<file path="src/logic/ui_pkg.sv">
package ui_pkg;

	// ------------------------------------------------------------
	// clock and timing
	// ------------------------------------------------------------
	localparam int CLK_KHZ        = 250_000;
	localparam int FLICK_HALF_MS  = 250;
	localparam int LONG_MS        = 2000;
	localparam int DBL_GAP_MS     = 300;
	localparam int DEBOUNCE_MS    = 20;
	localparam int FLICK_HALF_CYC = FLICK_HALF_MS * CLK_KHZ;
	localparam int LONG_CYC       = LONG_MS * CLK_KHZ;
	localparam int DBL_GAP_CYC    = DBL_GAP_MS * CLK_KHZ;
	localparam int DEBOUNCE_CYC   = DEBOUNCE_MS * CLK_KHZ;

	// ------------------------------------------------------------
	// capacity bands, in percent
	// ------------------------------------------------------------
	localparam logic [6:0] T5_1     = 7'h14;
	localparam logic [6:0] T5_2     = 7'h28;
	localparam logic [6:0] T5_3     = 7'h3C;
	localparam logic [6:0] T5_4     = 7'h50;
	localparam logic [6:0] T4_1     = 7'h19;
	localparam logic [6:0] T4_2     = 7'h32;
	localparam logic [6:0] T4_3     = 7'h4B;
	localparam logic [6:0] T3_1     = 7'h21;
	localparam logic [6:0] T3_2     = 7'h42;
	localparam logic [6:0] T_NONE   = 7'h7F;
	localparam logic [6:0] FLICK_MAX = 7'h05;
	localparam logic [6:0] FULL_PCT = 7'h64;
	localparam logic [2:0] N_LED3   = 3'h3;
	localparam logic [2:0] N_LED4   = 3'h4;
	localparam logic [4:0] MASK3    = 5'h07;
	localparam logic [4:0] MASK4    = 5'h0F;
	localparam logic [4:0] MASK5    = 5'h1F;
	localparam logic [3:0] LB_PHASES = 4'hA;

	// ------------------------------------------------------------
	// bus slave and its registers
	// ------------------------------------------------------------
	localparam logic [6:0] BUS_ADDR  = 7'h3C;
	localparam logic [7:0] REG_CTRL  = 8'h00;
	localparam logic [7:0] REG_LEVEL = 8'h01;
	localparam int CTRL_DISP = 0;
	localparam int PIN_SCL   = 1;
	localparam int PIN_SDA   = 2;

endpackage

</file>
<file path="src/logic/battery_level_led_and_key_ui.sv">
// Contract
// - display adapts to three, four, five LEDs
// - five LEDs: bands 80/60/40/20 percent
// - four LEDs: bands 75/50/25 percent
// - three LEDs: bands 66/33 percent
// - 1-5% first flickers, 0% all off
// - charging: lower steady, current band flickers
// - low power: five flickers, boost held off
// - fast-charge pin high on any fast state
// - key gives short, long, double presses
// - short press: ports and display on
// - long press toggles flash light
// - double press: ports and display off
// - grounded select pin chooses bus mode
// - bus slave at 100k or 400k
// - address 0x3C, pointer byte then data
// - flash and auth data exclusive
`timescale 1ns/1ps
module battery_level_led_and_key_ui #(
	parameter int FLICK_HALF_CYC = ui_pkg::FLICK_HALF_CYC,
	parameter int LONG_CYC       = ui_pkg::LONG_CYC,
	parameter int DBL_CYC        = ui_pkg::DBL_GAP_CYC,
	parameter int DEB_CYC        = ui_pkg::DEBOUNCE_CYC,
	parameter bit AUTH_DATA_EN   = 1'b0
) (
	input  wire logic       ref_clk,
	input  wire logic       arst_n,
	input  wire logic [6:0] capacity_pct,
	input  wire logic       charging,
	input  wire logic       low_power,
	input  wire logic       in_fast,
	input  wire logic       out_fast,
	input  wire logic [2:0] led_count,
	input  wire logic       fourth_indicator_bus_select_pin,
	input  wire logic       key_n,
	input  wire logic       auth_data_out,
	input  wire logic [4:0] ind_i,
	output logic      [4:0] ind_o,
	output logic      [4:0] ind_oe,
	output logic            fast_charge_indicator_pin,
	output logic            flash_or_auth_data_pin,
	output logic            port_a_en,
	output logic            port_c_en,
	output logic            boost_en
);

	// ------------------------------------------------------------
	// declarations
	// ------------------------------------------------------------
	logic        strap_done_reg, bus_mode_reg;
	logic [31:0] flk_cnt_reg;
	logic        blink_reg;
	logic        low_q_reg, lb_active_reg;
	logic [3:0]  lb_cnt_reg;
	logic        disp_en_reg, flash_light_driver_reg;
	logic [4:0]  led_reg, led_oe_reg;
	logic        short_key, long_key, double_key;
	logic        sda_oe, wr_stb;
	logic [7:0]  reg_addr, wr_data, rd_data;

	// ------------------------------------------------------------
	// key decoder and bus slave
	// ------------------------------------------------------------
	// timing from parameters
	key_press_decoder #(
		.DEB_CYC  (DEB_CYC),
		.LONG_CYC (LONG_CYC),
		.DBL_CYC  (DBL_CYC)
	) u_key (
		.ref_clk    (ref_clk),
		.arst_n     (arst_n),
		.key_n      (key_n),
		.short_key  (short_key),
		.long_key   (long_key),
		.double_key (double_key)
	);

	bus_reg_slave #(
		.DEV_ADDR (ui_pkg::BUS_ADDR)
	) u_bus (
		.ref_clk  (ref_clk),
		.arst_n   (arst_n),
		.enable   (bus_mode_reg),
		.scl      (ind_i[ui_pkg::PIN_SCL]),
		.sda_i    (ind_i[ui_pkg::PIN_SDA]),
		.sda_oe   (sda_oe),
		.reg_addr (reg_addr),
		.wr_stb   (wr_stb),
		.wr_data  (wr_data),
		.rd_data  (rd_data)
	);

	// ------------------------------------------------------------
	// capacity band decode
	// ------------------------------------------------------------
	wire n3 = (led_count == ui_pkg::N_LED3);
	wire n4 = (led_count == ui_pkg::N_LED4);
	wire [4:0] fit_mask = n3 ? ui_pkg::MASK3 : (n4 ? ui_pkg::MASK4 : ui_pkg::MASK5);
	wire [6:0] t1 = n3 ? ui_pkg::T3_1 : (n4 ? ui_pkg::T4_1 : ui_pkg::T5_1);
	wire [6:0] t2 = n3 ? ui_pkg::T3_2 : (n4 ? ui_pkg::T4_2 : ui_pkg::T5_2);
	wire [6:0] t3 = n3 ? ui_pkg::T_NONE : (n4 ? ui_pkg::T4_3 : ui_pkg::T5_3);
	wire [6:0] t4 = (n3 | n4) ? ui_pkg::T_NONE : ui_pkg::T5_4;
	// strict compare, boundary is lower band
	wire [2:0] above = 3'(capacity_pct > t1) + 3'(capacity_pct > t2)
		+ 3'(capacity_pct > t3) + 3'(capacity_pct > t4);
	wire [2:0] lit_dis = above + 3'h1;

	// ------------------------------------------------------------
	// pattern selection
	// ------------------------------------------------------------
	wire [4:0] on_dis  = 5'((6'h01 << lit_dis) - 6'h01);
	wire [4:0] on_chg  = 5'((6'h01 << above) - 6'h01);
	wire [4:0] flk_chg = blink_reg ? 5'(6'h01 << above) : 5'h00;
	wire [4:0] pat_dis = (capacity_pct == 7'h00) ? 5'h00
		: (capacity_pct <= ui_pkg::FLICK_MAX) ? {4'h0, blink_reg} : on_dis;
	wire [4:0] pat_chg = (capacity_pct >= ui_pkg::FULL_PCT) ? fit_mask
		: (on_chg | flk_chg);
	// low-power burst: on during even phases only
	wire [4:0] pat_lb  = {4'h0, ~lb_cnt_reg[0]};
	wire       led_show = disp_en_reg | charging;
	wire [4:0] pat = lb_active_reg ? pat_lb
		: (!led_show ? 5'h00 : (charging ? pat_chg : pat_dis));
	wire       first_level_indicator = pat[0];

	// ------------------------------------------------------------
	// strap capture
	// ------------------------------------------------------------
	// pin sampled once after reset release
	always_ff @(posedge ref_clk or negedge arst_n) begin
		if (!arst_n) begin
			strap_done_reg <= 1'b0;
			bus_mode_reg   <= 1'b0;
		end else if (!strap_done_reg) begin
			strap_done_reg <= 1'b1;
			bus_mode_reg   <= ~fourth_indicator_bus_select_pin;
		end
	end

	// ------------------------------------------------------------
	// flicker time base
	// ------------------------------------------------------------
	wire flk_tick = (flk_cnt_reg >= 32'(FLICK_HALF_CYC - 1));

	always_ff @(posedge ref_clk or negedge arst_n) begin
		if (!arst_n) begin
			flk_cnt_reg <= 32'h0;
			blink_reg   <= 1'b0;
		end else begin
			flk_cnt_reg <= flk_tick ? 32'h0 : flk_cnt_reg + 32'h1;
			if (flk_tick) blink_reg <= ~blink_reg;
		end
	end

	// ------------------------------------------------------------
	// low-power indication
	// ------------------------------------------------------------
	// a short press while low restarts the burst, so the user sees why
	wire lb_start = low_power & (~low_q_reg | short_key);

	always_ff @(posedge ref_clk or negedge arst_n) begin
		if (!arst_n) begin
			low_q_reg     <= 1'b0;
			lb_active_reg <= 1'b0;
			lb_cnt_reg    <= 4'h0;
		end else begin
			low_q_reg <= low_power;
			if (lb_start) begin
				lb_active_reg <= 1'b1;
				lb_cnt_reg    <= 4'h0;
			end else if (lb_active_reg && flk_tick) begin
				lb_cnt_reg <= lb_cnt_reg + 4'h1;
				if (lb_cnt_reg == ui_pkg::LB_PHASES - 4'h1) lb_active_reg <= 1'b0;
			end
		end
	end

	// ------------------------------------------------------------
	// key actions and bus writes
	// ------------------------------------------------------------
	wire ctrl_wr = wr_stb & (reg_addr == ui_pkg::REG_CTRL);

	// key events take priority over a bus write in the same cycle
	always_ff @(posedge ref_clk or negedge arst_n) begin
		if (!arst_n) begin
			port_a_en              <= 1'b0;
			port_c_en              <= 1'b0;
			disp_en_reg            <= 1'b0;
			flash_light_driver_reg <= 1'b0;
		end else begin
			if (short_key) begin
				port_a_en   <= 1'b1;
				port_c_en   <= 1'b1;
				disp_en_reg <= 1'b1;
			end else if (double_key) begin
				port_a_en   <= 1'b0;
				port_c_en   <= 1'b0;
				disp_en_reg <= 1'b0;
			end else if (ctrl_wr) begin
				disp_en_reg <= wr_data[ui_pkg::CTRL_DISP];
			end
			if (long_key && !AUTH_DATA_EN) begin
				flash_light_driver_reg <= ~flash_light_driver_reg;
			end
		end
	end

	assign rd_data = (reg_addr == ui_pkg::REG_CTRL)
		? {4'h0, flash_light_driver_reg, disp_en_reg, port_c_en, port_a_en}
		: (reg_addr == ui_pkg::REG_LEVEL) ? {1'b0, capacity_pct} : 8'h00;

	// ------------------------------------------------------------
	// pin drivers
	// ------------------------------------------------------------
	always_ff @(posedge ref_clk or negedge arst_n) begin
		if (!arst_n) begin
			led_reg                   <= 5'h00;
			led_oe_reg                <= 5'h00;
			fast_charge_indicator_pin <= 1'b0;
			flash_or_auth_data_pin    <= 1'b0;
			boost_en                  <= 1'b0;
		end else begin
			led_reg    <= pat & fit_mask;
			led_oe_reg <= strap_done_reg ? fit_mask : 5'h00;
			fast_charge_indicator_pin <= in_fast | out_fast;
			flash_or_auth_data_pin <= AUTH_DATA_EN ? auth_data_out : flash_light_driver_reg;
			boost_en <= (port_a_en | port_c_en) & ~low_power;
		end
	end

	assign ind_o  = bus_mode_reg ? 5'h00 : led_reg;
	assign ind_oe = bus_mode_reg ? (5'(sda_oe) << ui_pkg::PIN_SDA) : led_oe_reg;

	// ------------------------------------------------------------
	// checks
	// ------------------------------------------------------------
	wire dis_view = !bus_mode_reg && strap_done_reg && disp_en_reg
		&& !charging && !lb_active_reg && !lb_start;
endmodule // battery_level_led_and_key_ui

</file>
<file path="src/logic/bus_reg_slave.sv">
`timescale 1ns/1ps
module bus_reg_slave #(
	parameter logic [6:0] DEV_ADDR = 7'h3C
) (
	input  wire logic       ref_clk,
	input  wire logic       arst_n,
	input  wire logic       enable,
	input  wire logic       scl,
	input  wire logic       sda_i,
	output logic            sda_oe,
	output logic [7:0]      reg_addr,
	output logic            wr_stb,
	output logic [7:0]      wr_data,
	input  wire logic [7:0] rd_data
);

	typedef enum logic [4:0] {
		B_IDLE = 5'h01,
		B_RX   = 5'h02,
		B_ACK  = 5'h04,
		B_TX   = 5'h08,
		B_RACK = 5'h10
	} bus_state_t;

	bus_state_t state_reg;
	logic [7:0] sh_reg;
	logic [3:0] cnt_reg;
	logic [1:0] byte_reg;
	logic       rw_reg, scl_q, sda_q;

	// ------------------------------------------------------------
	// line events, oversampled; fine at both bus rates
	// ------------------------------------------------------------
	wire scl_rise = scl & ~scl_q;
	wire scl_fall = ~scl & scl_q;
	wire start_ev = enable & scl & scl_q & sda_q & ~sda_i;
	wire stop_ev  = enable & scl & scl_q & ~sda_q & sda_i;
	wire addr_hit = (sh_reg[7:1] == DEV_ADDR);

	always_ff @(posedge ref_clk or negedge arst_n) begin
		if (!arst_n) begin
			state_reg <= B_IDLE;
			sh_reg    <= 8'h00;
			cnt_reg   <= 4'h0;
			byte_reg  <= 2'h0;
			rw_reg    <= 1'b0;
			scl_q     <= 1'b1;
			sda_q     <= 1'b1;
			sda_oe    <= 1'b0;
			reg_addr  <= 8'h00;
			wr_stb    <= 1'b0;
			wr_data   <= 8'h00;
		end else begin
			scl_q  <= scl;
			sda_q  <= sda_i;
			wr_stb <= 1'b0;
			if (!enable || stop_ev) begin
				state_reg <= B_IDLE;
				sda_oe    <= 1'b0;
			end else if (start_ev) begin
				state_reg <= B_RX;
				cnt_reg   <= 4'h0;
				byte_reg  <= 2'h0;
				sda_oe    <= 1'b0;
			end else begin
				case (state_reg)
					B_RX: begin
						if (scl_rise) begin
							sh_reg  <= {sh_reg[6:0], sda_i};
							cnt_reg <= cnt_reg + 4'h1;
						end else if (scl_fall && cnt_reg == 4'h8) begin
							cnt_reg <= 4'h0;
							if (byte_reg == 2'h0) begin
								rw_reg    <= sh_reg[0];
								sda_oe    <= addr_hit;
								state_reg <= addr_hit ? B_ACK : B_IDLE;
							end else begin
								if (byte_reg == 2'h1) begin
									reg_addr <= sh_reg;
								end else begin
									wr_data <= sh_reg;
									wr_stb  <= 1'b1;
								end
								sda_oe    <= 1'b1;
								state_reg <= B_ACK;
							end
						end
					end
					B_ACK: begin
						if (scl_fall) begin
							if (byte_reg != 2'h3) byte_reg <= byte_reg + 2'h1;
							if (byte_reg >= 2'h2) reg_addr <= reg_addr + 8'h01;
							if (rw_reg && byte_reg == 2'h0) begin
								sh_reg    <= {rd_data[6:0], 1'b0};
								sda_oe    <= ~rd_data[7];
								cnt_reg   <= 4'h1;
								state_reg <= B_TX;
							end else begin
								sda_oe    <= 1'b0;
								state_reg <= B_RX;
							end
						end
					end
					B_TX: begin
						if (scl_fall) begin
							if (cnt_reg == 4'h8) begin
								sda_oe    <= 1'b0;
								reg_addr  <= reg_addr + 8'h01;
								state_reg <= B_RACK;
							end else begin
								sda_oe  <= ~sh_reg[7];
								sh_reg  <= {sh_reg[6:0], 1'b0};
								cnt_reg <= cnt_reg + 4'h1;
							end
						end
					end
					B_RACK: begin
						// a not-acknowledge from the host ends the read
						if (scl_rise && sda_i) begin
							state_reg <= B_IDLE;
						end else if (scl_fall) begin
							sh_reg    <= {rd_data[6:0], 1'b0};
							sda_oe    <= ~rd_data[7];
							cnt_reg   <= 4'h1;
							state_reg <= B_TX;
						end
					end
					default: sda_oe <= 1'b0;
				endcase
			end
		end
	end

endmodule // bus_reg_slave

</file>
<file path="src/logic/key_press_decoder.sv">
`timescale 1ns/1ps
module key_press_decoder #(
	parameter int DEB_CYC  = 16,
	parameter int LONG_CYC = 1024,
	parameter int DBL_CYC  = 256
) (
	input  wire logic ref_clk,
	input  wire logic arst_n,
	input  wire logic key_n,
	output logic      short_key,
	output logic      long_key,
	output logic      double_key
);

	typedef enum logic [4:0] {
		K_IDLE   = 5'h01,
		K_PRESS  = 5'h02,
		K_GAP    = 5'h04,
		K_PRESS2 = 5'h08,
		K_HOLD   = 5'h10
	} key_state_t;

	key_state_t  state_reg, state_next;
	logic [31:0] cnt_reg, cnt_next;
	logic        sp_next, lp_next, dp_next;
	wire         pressed = ~key_n;

	// ------------------------------------------------------------
	// press classifier
	// ------------------------------------------------------------
	// three event kinds
	always_comb begin
		state_next = state_reg;
		cnt_next   = cnt_reg + 32'h1;
		sp_next    = 1'b0;
		lp_next    = 1'b0;
		dp_next    = 1'b0;
		case (state_reg)
			K_IDLE: begin
				cnt_next = 32'h0;
				if (pressed) state_next = K_PRESS;
			end
			K_PRESS: begin
				// bounces shorter than the debounce time are dropped
				if (!pressed) begin
					cnt_next   = 32'h0;
					state_next = (cnt_reg >= 32'(DEB_CYC)) ? K_GAP : K_IDLE;
				end else if (cnt_reg >= 32'(LONG_CYC)) begin
					lp_next    = 1'b1;
					state_next = K_HOLD;
				end
			end
			K_GAP: begin
				// a short press is only known once the gap has passed
				if (pressed) begin
					cnt_next   = 32'h0;
					state_next = K_PRESS2;
				end else if (cnt_reg >= 32'(DBL_CYC)) begin
					sp_next    = 1'b1;
					state_next = K_IDLE;
				end
			end
			K_PRESS2: begin
				if (!pressed) begin
					dp_next    = 1'b1;
					state_next = K_IDLE;
				end
			end
			K_HOLD: begin
				if (!pressed) state_next = K_IDLE;
			end
			default: state_next = K_IDLE;
		endcase
	end

	// state and one-cycle event pulses
	always_ff @(posedge ref_clk or negedge arst_n) begin
		if (!arst_n) begin
			state_reg  <= K_IDLE;
			cnt_reg    <= 32'h0;
			short_key  <= 1'b0;
			long_key   <= 1'b0;
			double_key <= 1'b0;
		end else begin
			state_reg  <= state_next;
			cnt_reg    <= cnt_next;
			short_key  <= sp_next;
			long_key   <= lp_next;
			double_key <= dp_next;
		end
	end

endmodule // key_press_decoder

</file>
<file path="config.mk">
export PLATFORM = sky130hd
export DESIGN_NAME = battery_level_led_and_key_ui
export DESIGN_NICKNAME = d
export VERILOG_FILES = /design/src/logic/ui_pkg.sv /design/src/logic/battery_level_led_and_key_ui.sv /design/src/logic/bus_reg_slave.sv /design/src/logic/key_press_decoder.sv
export SDC_FILE = /design/constraint.sdc
export NUM_CORES = 1
export LEC_CHECK = 0
export ABC_CLOCK_PERIOD_IN_PS = 2550
export BUFFER_PORTS_ARGS = -buffer_cell sky130_fd_sc_hd__buf_2
export CAP_MARGIN = 10
export CORE_AREA = 5 5 122 124
export CTS_CLUSTER_SIZE = 14
export DETAILED_ROUTE_END_ITERATION = 6
export DIE_AREA = 0 0 127 129
export PLACE_DENSITY = 0.86
export SLEW_MARGIN = 20
export SYNTH_ARGS = -nofsm -noshare
export SYNTH_HDL_FRONTEND = slang
export SYNTH_HIERARCHICAL = 1
export SYNTH_SLANG_ARGS = --single-unit
</file>
<file path="constraint.sdc">
create_clock -name ref_clk -period 2.55 [get_ports ref_clk]
set_clock_uncertainty 0.1 [all_clocks]
set_input_delay 0.1275 -clock ref_clk [delete_from_list [all_inputs] [get_ports ref_clk]]
set_output_delay 0.1275 -clock ref_clk [all_outputs]
set_load 0.03 [all_outputs]
</file>
-- Yosys cells after proc, flatten, opt, wreduce, memory -nomap -nowiden
Index checks and enable logic that the tools add are counted.
- $add $sub $neg: 12
- $lt $le $gt $ge: 11
- equality and inequality tests: 49
- shifts and indexed selects: 2
- mux-type cells: 114
- bitwise operators: 34
- reductions and logical operators: 31
- operator list (kind ; count):
    5-bit 2-to-1 mux ; 29
    8-bit 2-to-1 mux ; 15
    32-bit 2-to-1 mux ; 3
    32-bit case mux with 3 select lines ; 1
    32-bit by 1-bit adder with 32-bit output (second input constant) ; 2
    4-bit 2-to-1 mux ; 13
    5-bit case mux with 4 select lines ; 2
    7-bit 2-to-1 mux ; 5
    1-bit 2-to-1 mux ; 34
    32-bit by 23-bit >= comparator with 1-bit output (second input constant) ; 1
    32-bit by 26-bit >= comparator with 1-bit output (second input constant) ; 1
    32-bit by 27-bit >= comparator with 1-bit output (second input constant) ; 1
    32-bit by 29-bit >= comparator with 1-bit output (second input constant) ; 1
    8-bit case mux with 4 select lines ; 1
    4-bit by 1-bit inequality test with 1-bit output (second input constant) ; 6
    8-bit case mux with 3 select lines ; 1
    7-bit > comparator ; 3
    2-bit by 1-bit inequality test with 1-bit output (second input constant) ; 10
    1-bit inverter ; 16
    4-bit case mux with 4 select lines ; 1
    7-bit AND reduction ; 2
    6-bit 2-to-1 mux ; 2
    2-bit inequality test (second input constant) ; 6
    3-bit by 1-bit inequality test with 1-bit output (second input constant) ; 4
    other kinds (54) ; 93
- register bits: 130
- bits of input ports: 24
- output and inout bits: 15
- word-level logic and storage cells: 284

-- Logic depth before layout (Yosys ltp)
Gate-level depths: netlist of run 1.
- depth in word-level cells: 16
- depth in mapped cells: 23
- depth with buffers taken out: 22

-- Modules after synthesis
The synthesis of run 1 kept the hierarchy.
- by module, submodules not included (module ; instances ; cells an instance ; area an instance (µm²) ; sequential area each (µm²)):
    battery_level_led_and_key_ui ; 1 ; 359 ; 3345.7 ; 1376.3
    bus_reg_slave ; 1 ; 255 ; 2496.1 ; 1004.7
    key_press_decoder ; 1 ; 259 ; 2362.3 ; 1002.2

-- Worst setup path after synthesis of run 1
Ideal clock, no wire load.
- kind: input-to-reg
- start: input port led_count[0]
- end: register led_reg[4]
- library setup time: 0.125 ns
- arrival time: 4.084 ns
- data required time: 2.325 ns
- path slack: -1.759 ns
- stages: 22
- path buffers: 1
- path through: nand2_1 > or2_2 > clkbuf_1 > nand2_1 > ha_1 > a21o_1 > a21o_1 > a21oi_1 > nor2b_1 > o32ai_1 > fa_1 > inv_1 > ha_1 > ha_1 > and2_1 > ha_1 > nand2_1 > ha_1 > nand2_1 > xnor2_1 > a21oi_1 > a2111oi_0
- word-level cells in the longest chain between the ends: 16
- elaborated cells between the ends (all ways): 33
- classes of those cells: 6 x add/sub; 4 x order compare; 2 x eq/ne; 2 x shift; 16 x mux; 3 x bitwise
- RTL lines (what ; RTL line ; text):
    start, declared ; battery_level_led_and_key_ui.sv:33 ; input wire logic [2:0] led_count,
    3-bit equality test ; battery_level_led_and_key_ui.sv:97 ; wire n4 = (led_count == ui_pkg::N_LED4);
    4-bit 2-to-1 mux / 5-bit 2-to-1 mux (equally long branches) ; battery_level_led_and_key_ui.sv:99, battery_level_led_and_key_ui.sv:100 ;
    6-bit 2-to-1 mux / 7-bit 2-to-1 mux (equally long branches) ; battery_level_led_and_key_ui.sv:99, battery_level_led_and_key_ui.sv:100 ;
    7-bit by 6-bit > comparator with 1-bit output / 7-bit > comparator (equally long branches) ; battery_level_led_and_key_ui.sv:104 ; wire [2:0] above = 3'(capacity_pct > t1) + 3'(capacity_pct > t2)
    1-bit by 1-bit adder with 2-bit output ; battery_level_led_and_key_ui.sv:104 ;
    2-bit by 1-bit adder with 3-bit output ; battery_level_led_and_key_ui.sv:105 ; + 3'(capacity_pct > t3) + 3'(capacity_pct > t4);
    3-bit by 1-bit adder with 3-bit output ; battery_level_led_and_key_ui.sv:105 ;
    3-bit by 1-bit adder with 3-bit output ; battery_level_led_and_key_ui.sv:106 ; wire [2:0] lit_dis = above + 3'h1;
    1-bit by 3-bit << shifter with 5-bit output ; battery_level_led_and_key_ui.sv:111 ; wire [4:0] on_dis = 5'((6'h01 << lit_dis) - 6'h01);
    5-bit by 1-bit subtractor with 5-bit output ; battery_level_led_and_key_ui.sv:111 ;
    5-bit 2-to-1 mux ; battery_level_led_and_key_ui.sv:115 ; : (capacity_pct <= ui_pkg::FLICK_MAX) ? {4'h0, blink_reg} : on_dis;
    5-bit 2-to-1 mux ; battery_level_led_and_key_ui.sv:114 ; wire [4:0] pat_dis = (capacity_pct == 7'h00) ? 5'h00
    5-bit 2-to-1 mux (2 in series) ; battery_level_led_and_key_ui.sv:122 ; : (!led_show ? 5'h00 : (charging ? pat_chg : pat_dis));
    5-bit 2-to-1 mux ; battery_level_led_and_key_ui.sv:121 ; wire [4:0] pat = lb_active_reg ? pat_lb
    5-bit bitwise AND (*) ; battery_level_led_and_key_ui.sv:222 ; led_reg <= pat & fit_mask;
    end signal, assigned ; battery_level_led_and_key_ui.sv:222 ;
    end, declared ; battery_level_led_and_key_ui.sv:56 ; logic [4:0] led_reg, led_oe_reg;
Mark *: on every way between the ends. The rest lies on a longest branch, timed or not.
A chain may end at the register's enable or synchronous reset.

-- Worst setup path in the final report of run 1
- start: input port led_count[0]
- end: register led_reg[2]
- word-level cells in the longest chain between the ends: 16
- elaborated cells between the ends (all ways): 32
- classes of those cells: 6 x add/sub; 4 x order compare; 2 x eq/ne; 2 x shift; 15 x mux; 3 x bitwise
- RTL lines (what ; RTL line):
    3-bit equality test ; battery_level_led_and_key_ui.sv:97
    4-bit 2-to-1 mux / 5-bit 2-to-1 mux (equally long branches) ; battery_level_led_and_key_ui.sv:99, battery_level_led_and_key_ui.sv:100
    6-bit 2-to-1 mux / 7-bit 2-to-1 mux (equally long branches) ; battery_level_led_and_key_ui.sv:99, battery_level_led_and_key_ui.sv:100
    7-bit by 6-bit > comparator with 1-bit output / 7-bit > comparator (equally long branches) ; battery_level_led_and_key_ui.sv:104
    1-bit by 1-bit adder with 2-bit output ; battery_level_led_and_key_ui.sv:104
    2-bit by 1-bit adder with 3-bit output ; battery_level_led_and_key_ui.sv:105
    3-bit by 1-bit adder with 3-bit output ; battery_level_led_and_key_ui.sv:105
    3-bit by 1-bit adder with 3-bit output ; battery_level_led_and_key_ui.sv:106
    1-bit by 3-bit << shifter with 5-bit output ; battery_level_led_and_key_ui.sv:111
    5-bit by 1-bit subtractor with 5-bit output ; battery_level_led_and_key_ui.sv:111
    5-bit 2-to-1 mux ; battery_level_led_and_key_ui.sv:115
    5-bit 2-to-1 mux ; battery_level_led_and_key_ui.sv:114
    5-bit 2-to-1 mux (*) (2 in series) ; battery_level_led_and_key_ui.sv:122
    5-bit 2-to-1 mux (*) ; battery_level_led_and_key_ui.sv:121
    via pat[2] ; battery_level_led_and_key_ui.sv:121
    5-bit bitwise AND (*) ; battery_level_led_and_key_ui.sv:222
The timed path passes the listed nets; every way through them passes the cells marked *.

==> impl_metrics.toml, run 1 <==
[die]
core_um2 = 13670
die_w_um = 127
die-area_um2 = 16380
initial_utilization = 0.5818
rows = 43
ios = 39
die_y_um = 129

[clock_network]
cts_tree = "built"
clk_latency_ns = 0.43
cts_buffers = 17
clockBufferDepth = 2
cts_sinks = 128
root_buffer = "clkbuf_16"
h-tree-depth = 4
cts.reportedPaths.clkPinSlew_ns = 0.06

[critical_path]
path_class = "in -> reg"
cp_data_arrival_time_ns = 3.82
path_cells = "buf_8 > nand2_4 > or2_4 > nand2_8 > buf_4 > ha_1 > nand2b_1 > a21o_1 > a21oi_1 > nor2_1 > o21a_1 > o21ai_1 > fa_1 > inv_1 > ha_2 > ha_4 > and2_4 > ha_4 > nand2_4 > ha_4 > buf_6 > xnor2_2 > a21oi_2 > a211oi_2"
path_max_fanout = 6
required_ns = 2.78
worst_r2r_startpoint = "u_bus/cnt_reg[0]$_DFFE_PN0P_"
critPathMostFrequentCell = "ha_4"
cpMaxStageDelayCell = "fa_1"
worstRegToRegCells = 8
crit_path_start_kind = "input port"
r2r_setup_slack_ns = 0.12
crit_family = "adder cells"
slowest_delay_ns = 0.44
path_buf_inv = 4
r2r-end = "u_bus/reg_addr[2]$_DFFE_PN0P_"
cp-end-kind = "flip-flop"

[drt]
drc_errors = 1
ant_nets = 0
via_count = 6950
wl_per_cell_um = 17.10
via_per_inst = 6.102
drt-pass1-iter-count = 7
drt_iter0_markers = 667
totalWireLength_um = 19470

[timing]
relSlewSlack = 0.5472
max_freq_mhz = 278.7
slew_violations = 0
rsz0062_at_grt = "yes"
setup_viol = 5
min_period_ns = 3.589
tightest_slew_ns = 0.6793
period_share = 1.407
fin_ws_ns = -1.039
timing.final.hold_violations = 0

[global_route]
grt_pass1_wl_um = 31820
first_global_vias = 6736
grt_util_all_layers = 0.2369
antenna_found_initial = 0
grt-ovfl-total = 0
grt_max_degree = 51

[worst_hold_path]
worstHoldStart = "led_count[2]"
hold_end = "led_reg[4]$_DFF_PN0_"
hold_depth = 5
hp-class = "in -> reg"

[final_layout]
layout-drive-gt1-share = 0.2148
diodes = 0
area_growth_syn_to_layout_pct = 20.74
utilization = 0.7024
fin_nets = 1008

[outcome]
status = "finished, violations left"
violations = "DRC, setup timing"

[logic_synthesis]
yosys_warnings = 6
syn_inst = 859
synth_area_per_cell_um2 = 9.255
syn_area_um2 = 7950

[pwr]
p_total_mw = 6.653
leakagePower_nw = 4.177
ir_drop_v = 0.0008282
pwr_density_cell_nw_per_um2 = 693.0

[job]
maxCapViolCount = 0

[place]
place_congestion = 0.9178
pre_cts_ws_ns = -1.493
hpwl_um = 12700
io_buffers = 34
==> worst reg2reg max path, stage by stage, from the launching register on <==
cell and delay (ns):
dfrtp_1 0.42, inv_1 0.08, ha_1 0.14, nand3b_1 0.13, o211ai_1 0.46, o211ai_1 0.22
buf_4 0.24, nor2_1 0.36, a2bb2oi_1 0.14
==> power breakdown <==
part	switching, mW	total [mW]	internal, mW
logic	0.859	1.60	0.740
registers	0.233	2.45	2.22
clock network	0.941	2.60	1.66
==> per-stage QoR <==
stage          instance area, um2  hold WS, ns  cells  setup TNS (ns)
2_1_floorplan                8108      -0.2681    865          -5.554
3_3_place_gp                 8732       0.1027   1095          -6.568
3_5_place_dp                 8732       0.1040   1095          -7.030
4_1_cts                      9505       0.1112   1138          -4.548
5_1_grt                      9599       0.1298   1139          -5.791
6_report                     9599       0.1120   1139          -4.829
==> what timing repair did <==
| action | in CTS | in global routing |
|---|---|---|
| resized for setup | 10 | 18 |
| endpoints found under the setup margin | 5 | 35 |
| buffers inserted | 2 | 1 |
| pin swaps | 15 | 16 |
| endpoints found under the hold margin | 61 | 0 |
| hold buffers | 9 | 0 |
==> worst max path at each step <==
stage                 startpoint                   end  slack [ns]  cells after the start
floorplan           led_count[0]  led_reg[4]$_DFF_PN0_       -1.27                     22
finish              led_count[0]  led_reg[2]$_DFF_PN0_       -1.04                     24
global route        led_count[0]  led_reg[2]$_DFF_PN0_       -1.26                     22
detailed placement  led_count[0]  led_reg[4]$_DFF_PN0_       -1.49                     22
CTS                 led_count[0]  led_reg[4]$_DFF_PN0_       -1.05                     23
global placement    led_count[0]  led_reg[4]$_DFF_PN0_       -1.43                     22
==> final cells by class <==
| type | count | area [um2] |
|---|---|---|
| clock buffers | 18 | 439.2 |
| clock inverters | 14 | 188.9 |
| fillers | 961 | 4066 |
| inverters | 44 | 165.2 |
| multi-input cells | 654 | 4634 |
| flip-flops and latches | 128 | 3208 |
| well taps | 180 | 225.2 |
| repair buffers | 101 | 738.2 |
==> layer usage <==
| layer | vias up | global-route usage | routed length [um] |
|---|---|---|---|
| met5 | - | 0 | 0 |
| met3 | 65 | 0.04317 | 1098 |
| met4 | 0 | 0.09590 | 564 |
| met1 | 3366 | 0.3051 | 8236 |
| met2 | 287 | 0.3976 | 9574 |
| li1 | 3232 | - | - |
==> cells in the final DEF, fill, tap and decap left out, types with 5 or more instances in the layout <==
cell type / n
nor4_1: 13
and3_1: 16
ha_1: 29
nand2_1: 54
and4_1: 6
or2_2: 5
nand3_1: 40
a2bb2oi_1: 6
o22ai_1: 5
xor2_1: 23
nand2b_1: 17
nor3_1: 28
inv_1: 42
a21oi_1: 18
conb_1: 8
clkbuf_16: 17
a31oi_1: 7
xnor2_1: 39
nor2b_1: 21
nor2_1: 99
buf_2: 31
nand4_1: 21
mux2i_1: 12
a21o_1: 6
o31ai_1: 7
nor3_2: 6
o211ai_1: 7
o21ai_0: 17
ha_4: 6
nor2_2: 5
buf_4: 56
dfrtp_1: 124
dlygate4sd3_1: 9
or3_1: 7
mux2_2: 17
nand3b_1: 5
and2_1: 7
No activity file was read; power rests on OpenSTA's default activity.
==> run 2, diff against run 1 <==
Settings changed: CAP_MARGIN 10 to 0, SETUP_SLACK_MARGIN set to 0.5.
==> run 2 against run 1 <==
Compared with the run above:
- the run ends with setup timing left
- non-clock buffer count grew 52
- global-route usage grew 2.9 points
- largest power group is now sequential cells
- design area grew 14%
- utilization grew 9.6 points
==> impl_metrics.toml, run 2 (same netlist as run 1, synthesis figures left out) <==
[critical_path]
worstRegToRegCells = 6
required_ns = 2.74
slowest_delay_ns = 0.44
cpMaxStageDelayCell = "fa_1"
r2r_setup_slack_ns = 0.17
path_cells = "buf_8 > nand2_4 > or2_4 > nand2_8 > ha_1 > a21o_1 > a21oi_1 > nor2_1 > o21a_1 > o21ai_2 > fa_1 > inv_1 > ha_2 > ha_4 > and2_4 > ha_4 > buf_6 > nor2b_4 > o22ai_2 > a21oi_2 > a2111oi_2"
crit_path_start_kind = "input port"
cp-end-kind = "flip-flop"
r2r-end = "u_bus/state_reg[4]$_DFFE_PN0P_"
worst_r2r_startpoint = "u_bus/scl_q$_DFF_PN1_"
path_class = "in -> reg"
cp_data_arrival_time_ns = 3.88
critPathMostFrequentCell = "ha_4"
path_max_fanout = 7

[timing]
period_share = 1.448
max_freq_mhz = 270.8
timing.final.hold_violations = 0
min_period_ns = 3.692
relSlewSlack = 0.4966
setup_viol = 5
tightest_slew_ns = 0.7482
finalHoldWorstSlack_ns = 0.1059
rsz0062_at_grt = "yes"
slew_violations = 0
fin_ws_ns = -1.142

[clock_network]
cts_tree = "built"
h-tree-depth = 4
cts.reportedPaths.clkPinSlew_ns = 0.06
cts_buffers = 17
cts_sinks = 128
clk_latency_ns = 0.43
root_buffer = "clkbuf_16"
clockBufferDepth = 2

[worst_hold_path]
hold_depth = 5
hp-class = "in -> reg"
hold_end = "led_reg[4]$_DFF_PN0_"
worstHoldStart = "led_count[2]"

[job]
maxCapViolCount = 0

[pwr]
internal-power_mw = 4.533
p_total_mw = 6.884
p_clk_frac = 0.345
sw_frac_of_total = 0.3415
pwr_density_cell_nw_per_um2 = 631.1
ir_drop_v = 0.0005999
switchingPower_mw = 2.351
combPwrFrac = 0.296
leakagePower_nw = 4.662
seqPwrFrac = 0.359

[drt]
drc_errors = 0
ant_nets = 0
drt_iter0_markers = 1298
totalWireLength_um = 27210
via_per_inst = 6.748
via_count = 8057
wl_per_cell_um = 22.79
drt-pass1-iter-count = 6

[global_route]
grt-ovfl-total = 0
grt_util_all_layers = 0.2655
first_global_vias = 7417
antenna_found_initial = 0
grt_max_degree = 51
grt_pass1_wl_um = 35350

[die]
die_w_um = 127
core_um2 = 13670
initial_utilization = 0.5818
ios = 39
rows = 43
die_y_um = 129
die-area_um2 = 16380

[final_layout]
fin_nets = 1063
diodes = 0
final_area_um2 = 10910
layout-drive-gt1-share = 0.3679
layout_commonest_cell = "dfrtp_1"
area_growth_syn_to_layout_pct = 37.22
fillerInstances = 701
final_cell_mix = "dfrtp_1 (110), buf_4 (85), nor2_1 (80)"

[outcome]
violations = "setup timing"
status = "finished, violations left"

[place]
place_area_um2 = 8853
place_congestion = 0.9602
io_buffers = 34
hpwl_um = 12900
==> run 2: cell count changes in the layout (fill, tap and decap cells not counted), sizes merged <==
cell	previous run	this run
buf	92	144
bufinv	4	1
clkinv	6	8
clkinvlp	3	1
inv	45	48
nor2	105	107
or4b	6	7
==> run 2: stage by stage <==
| step | setup TNS (ns) | worst slack [ns] | std cells | util |
|---|---|---|---|---|
| 6_report | -5.184 | -1.142 | 1194 | 0.7983 |
| 3_5_place_dp | -6.827 | -1.484 | 1099 | 0.6479 |
| 4_1_cts | -4.183 | -0.9332 | 1175 | 0.7439 |
| 2_1_floorplan | -5.554 | -1.273 | 865 | - |
| 3_3_place_gp | -6.540 | -1.384 | 1099 | 0.6479 |
| 5_1_grt | -5.857 | -1.274 | 1194 | 0.7983 |
==> run 2: critical path, delay by kind of cell <==
kind	cells	cell delay, ns
AND/OR/NAND/NOR	6	0.83
AO/OA/AOI/OAI	7	1.31
buffers and inverters	3	0.28
adder cells (fa/ha/maj)	5	1.33
==> run 2: repair_timing <==
| item | in CTS | in global routing |
|---|---|---|
| endpoints found under the hold margin | 57 | 0 |
| pin swaps | 48 | 67 |
| endpoints found under the setup margin | 67 | 78 |
| gates cloned | 2 | 2 |
| hold buffers | 9 | 0 |
| setup buffers | 33 | 17 |
| resized for setup | 89 | 135 |
==> run 2: cell type report <==
| type | instances | area [um2] | area share |
|---|---|---|---|
| inverter | 44 | 165.2 | 0.01514 |
| timing repair buffer | 153 | 1241 | 0.1138 |
| clock buffer | 18 | 439.2 | 0.04026 |
| multi-input combinational | 657 | 5482 | 0.5025 |
| sequential | 128 | 3226 | 0.2957 |
| clock inverter | 14 | 131.4 | 0.01204 |
| tap | 180 | 225.2 | 0.02064 |
==> run 2: metal layers <==
metal | wire (um) | part of all wire | vias up | global-route usage
met5 | 0 | 0 | - | 0
met4 | 1847 | 0.068 | 0 | 0.1325
met1 | 9575 | 0.35 | 3898 | 0.3089
met2 | 13410 | 0.49 | 614 | 0.4658
met3 | 2371 | 0.087 | 195 | 0.05604
li1 | - | - | 3350 | -
==> run 2: worst max path at each step <==
| stage | from | endpoint | depth (start not counted) |
|---|---|---|---|
| 2_1_floorplan | led_count[0] | led_reg[4]$_DFF_PN0_ | 22 |
| 3_3_place_gp | led_count[0] | led_reg[4]$_DFF_PN0_ | 22 |
| 3_5_place_dp | led_count[0] | led_reg[4]$_DFF_PN0_ | 21 |
| 4_1_cts | led_count[0] | led_reg[4]$_DFF_PN0_ | 23 |
| 5_1_grt | led_count[0] | led_reg[3]$_DFF_PN0_ | 21 |
| 6_report | led_count[0] | led_reg[3]$_DFF_PN0_ | 21 |
==> run 2: power by group through the flow <==
stage / registers, mW / logic (mW) / clock network (mW)
after global placement: 2.46 / 1.43 / 0
final: 2.47 / 2.04 / 2.37
after floorplan: 2.38 / 1.07 / 0
after detailed placement: 2.47 / 1.48 / 0
after CTS: 2.43 / 1.67 / 2.36
after global routing: 2.48 / 2.14 / 2.49
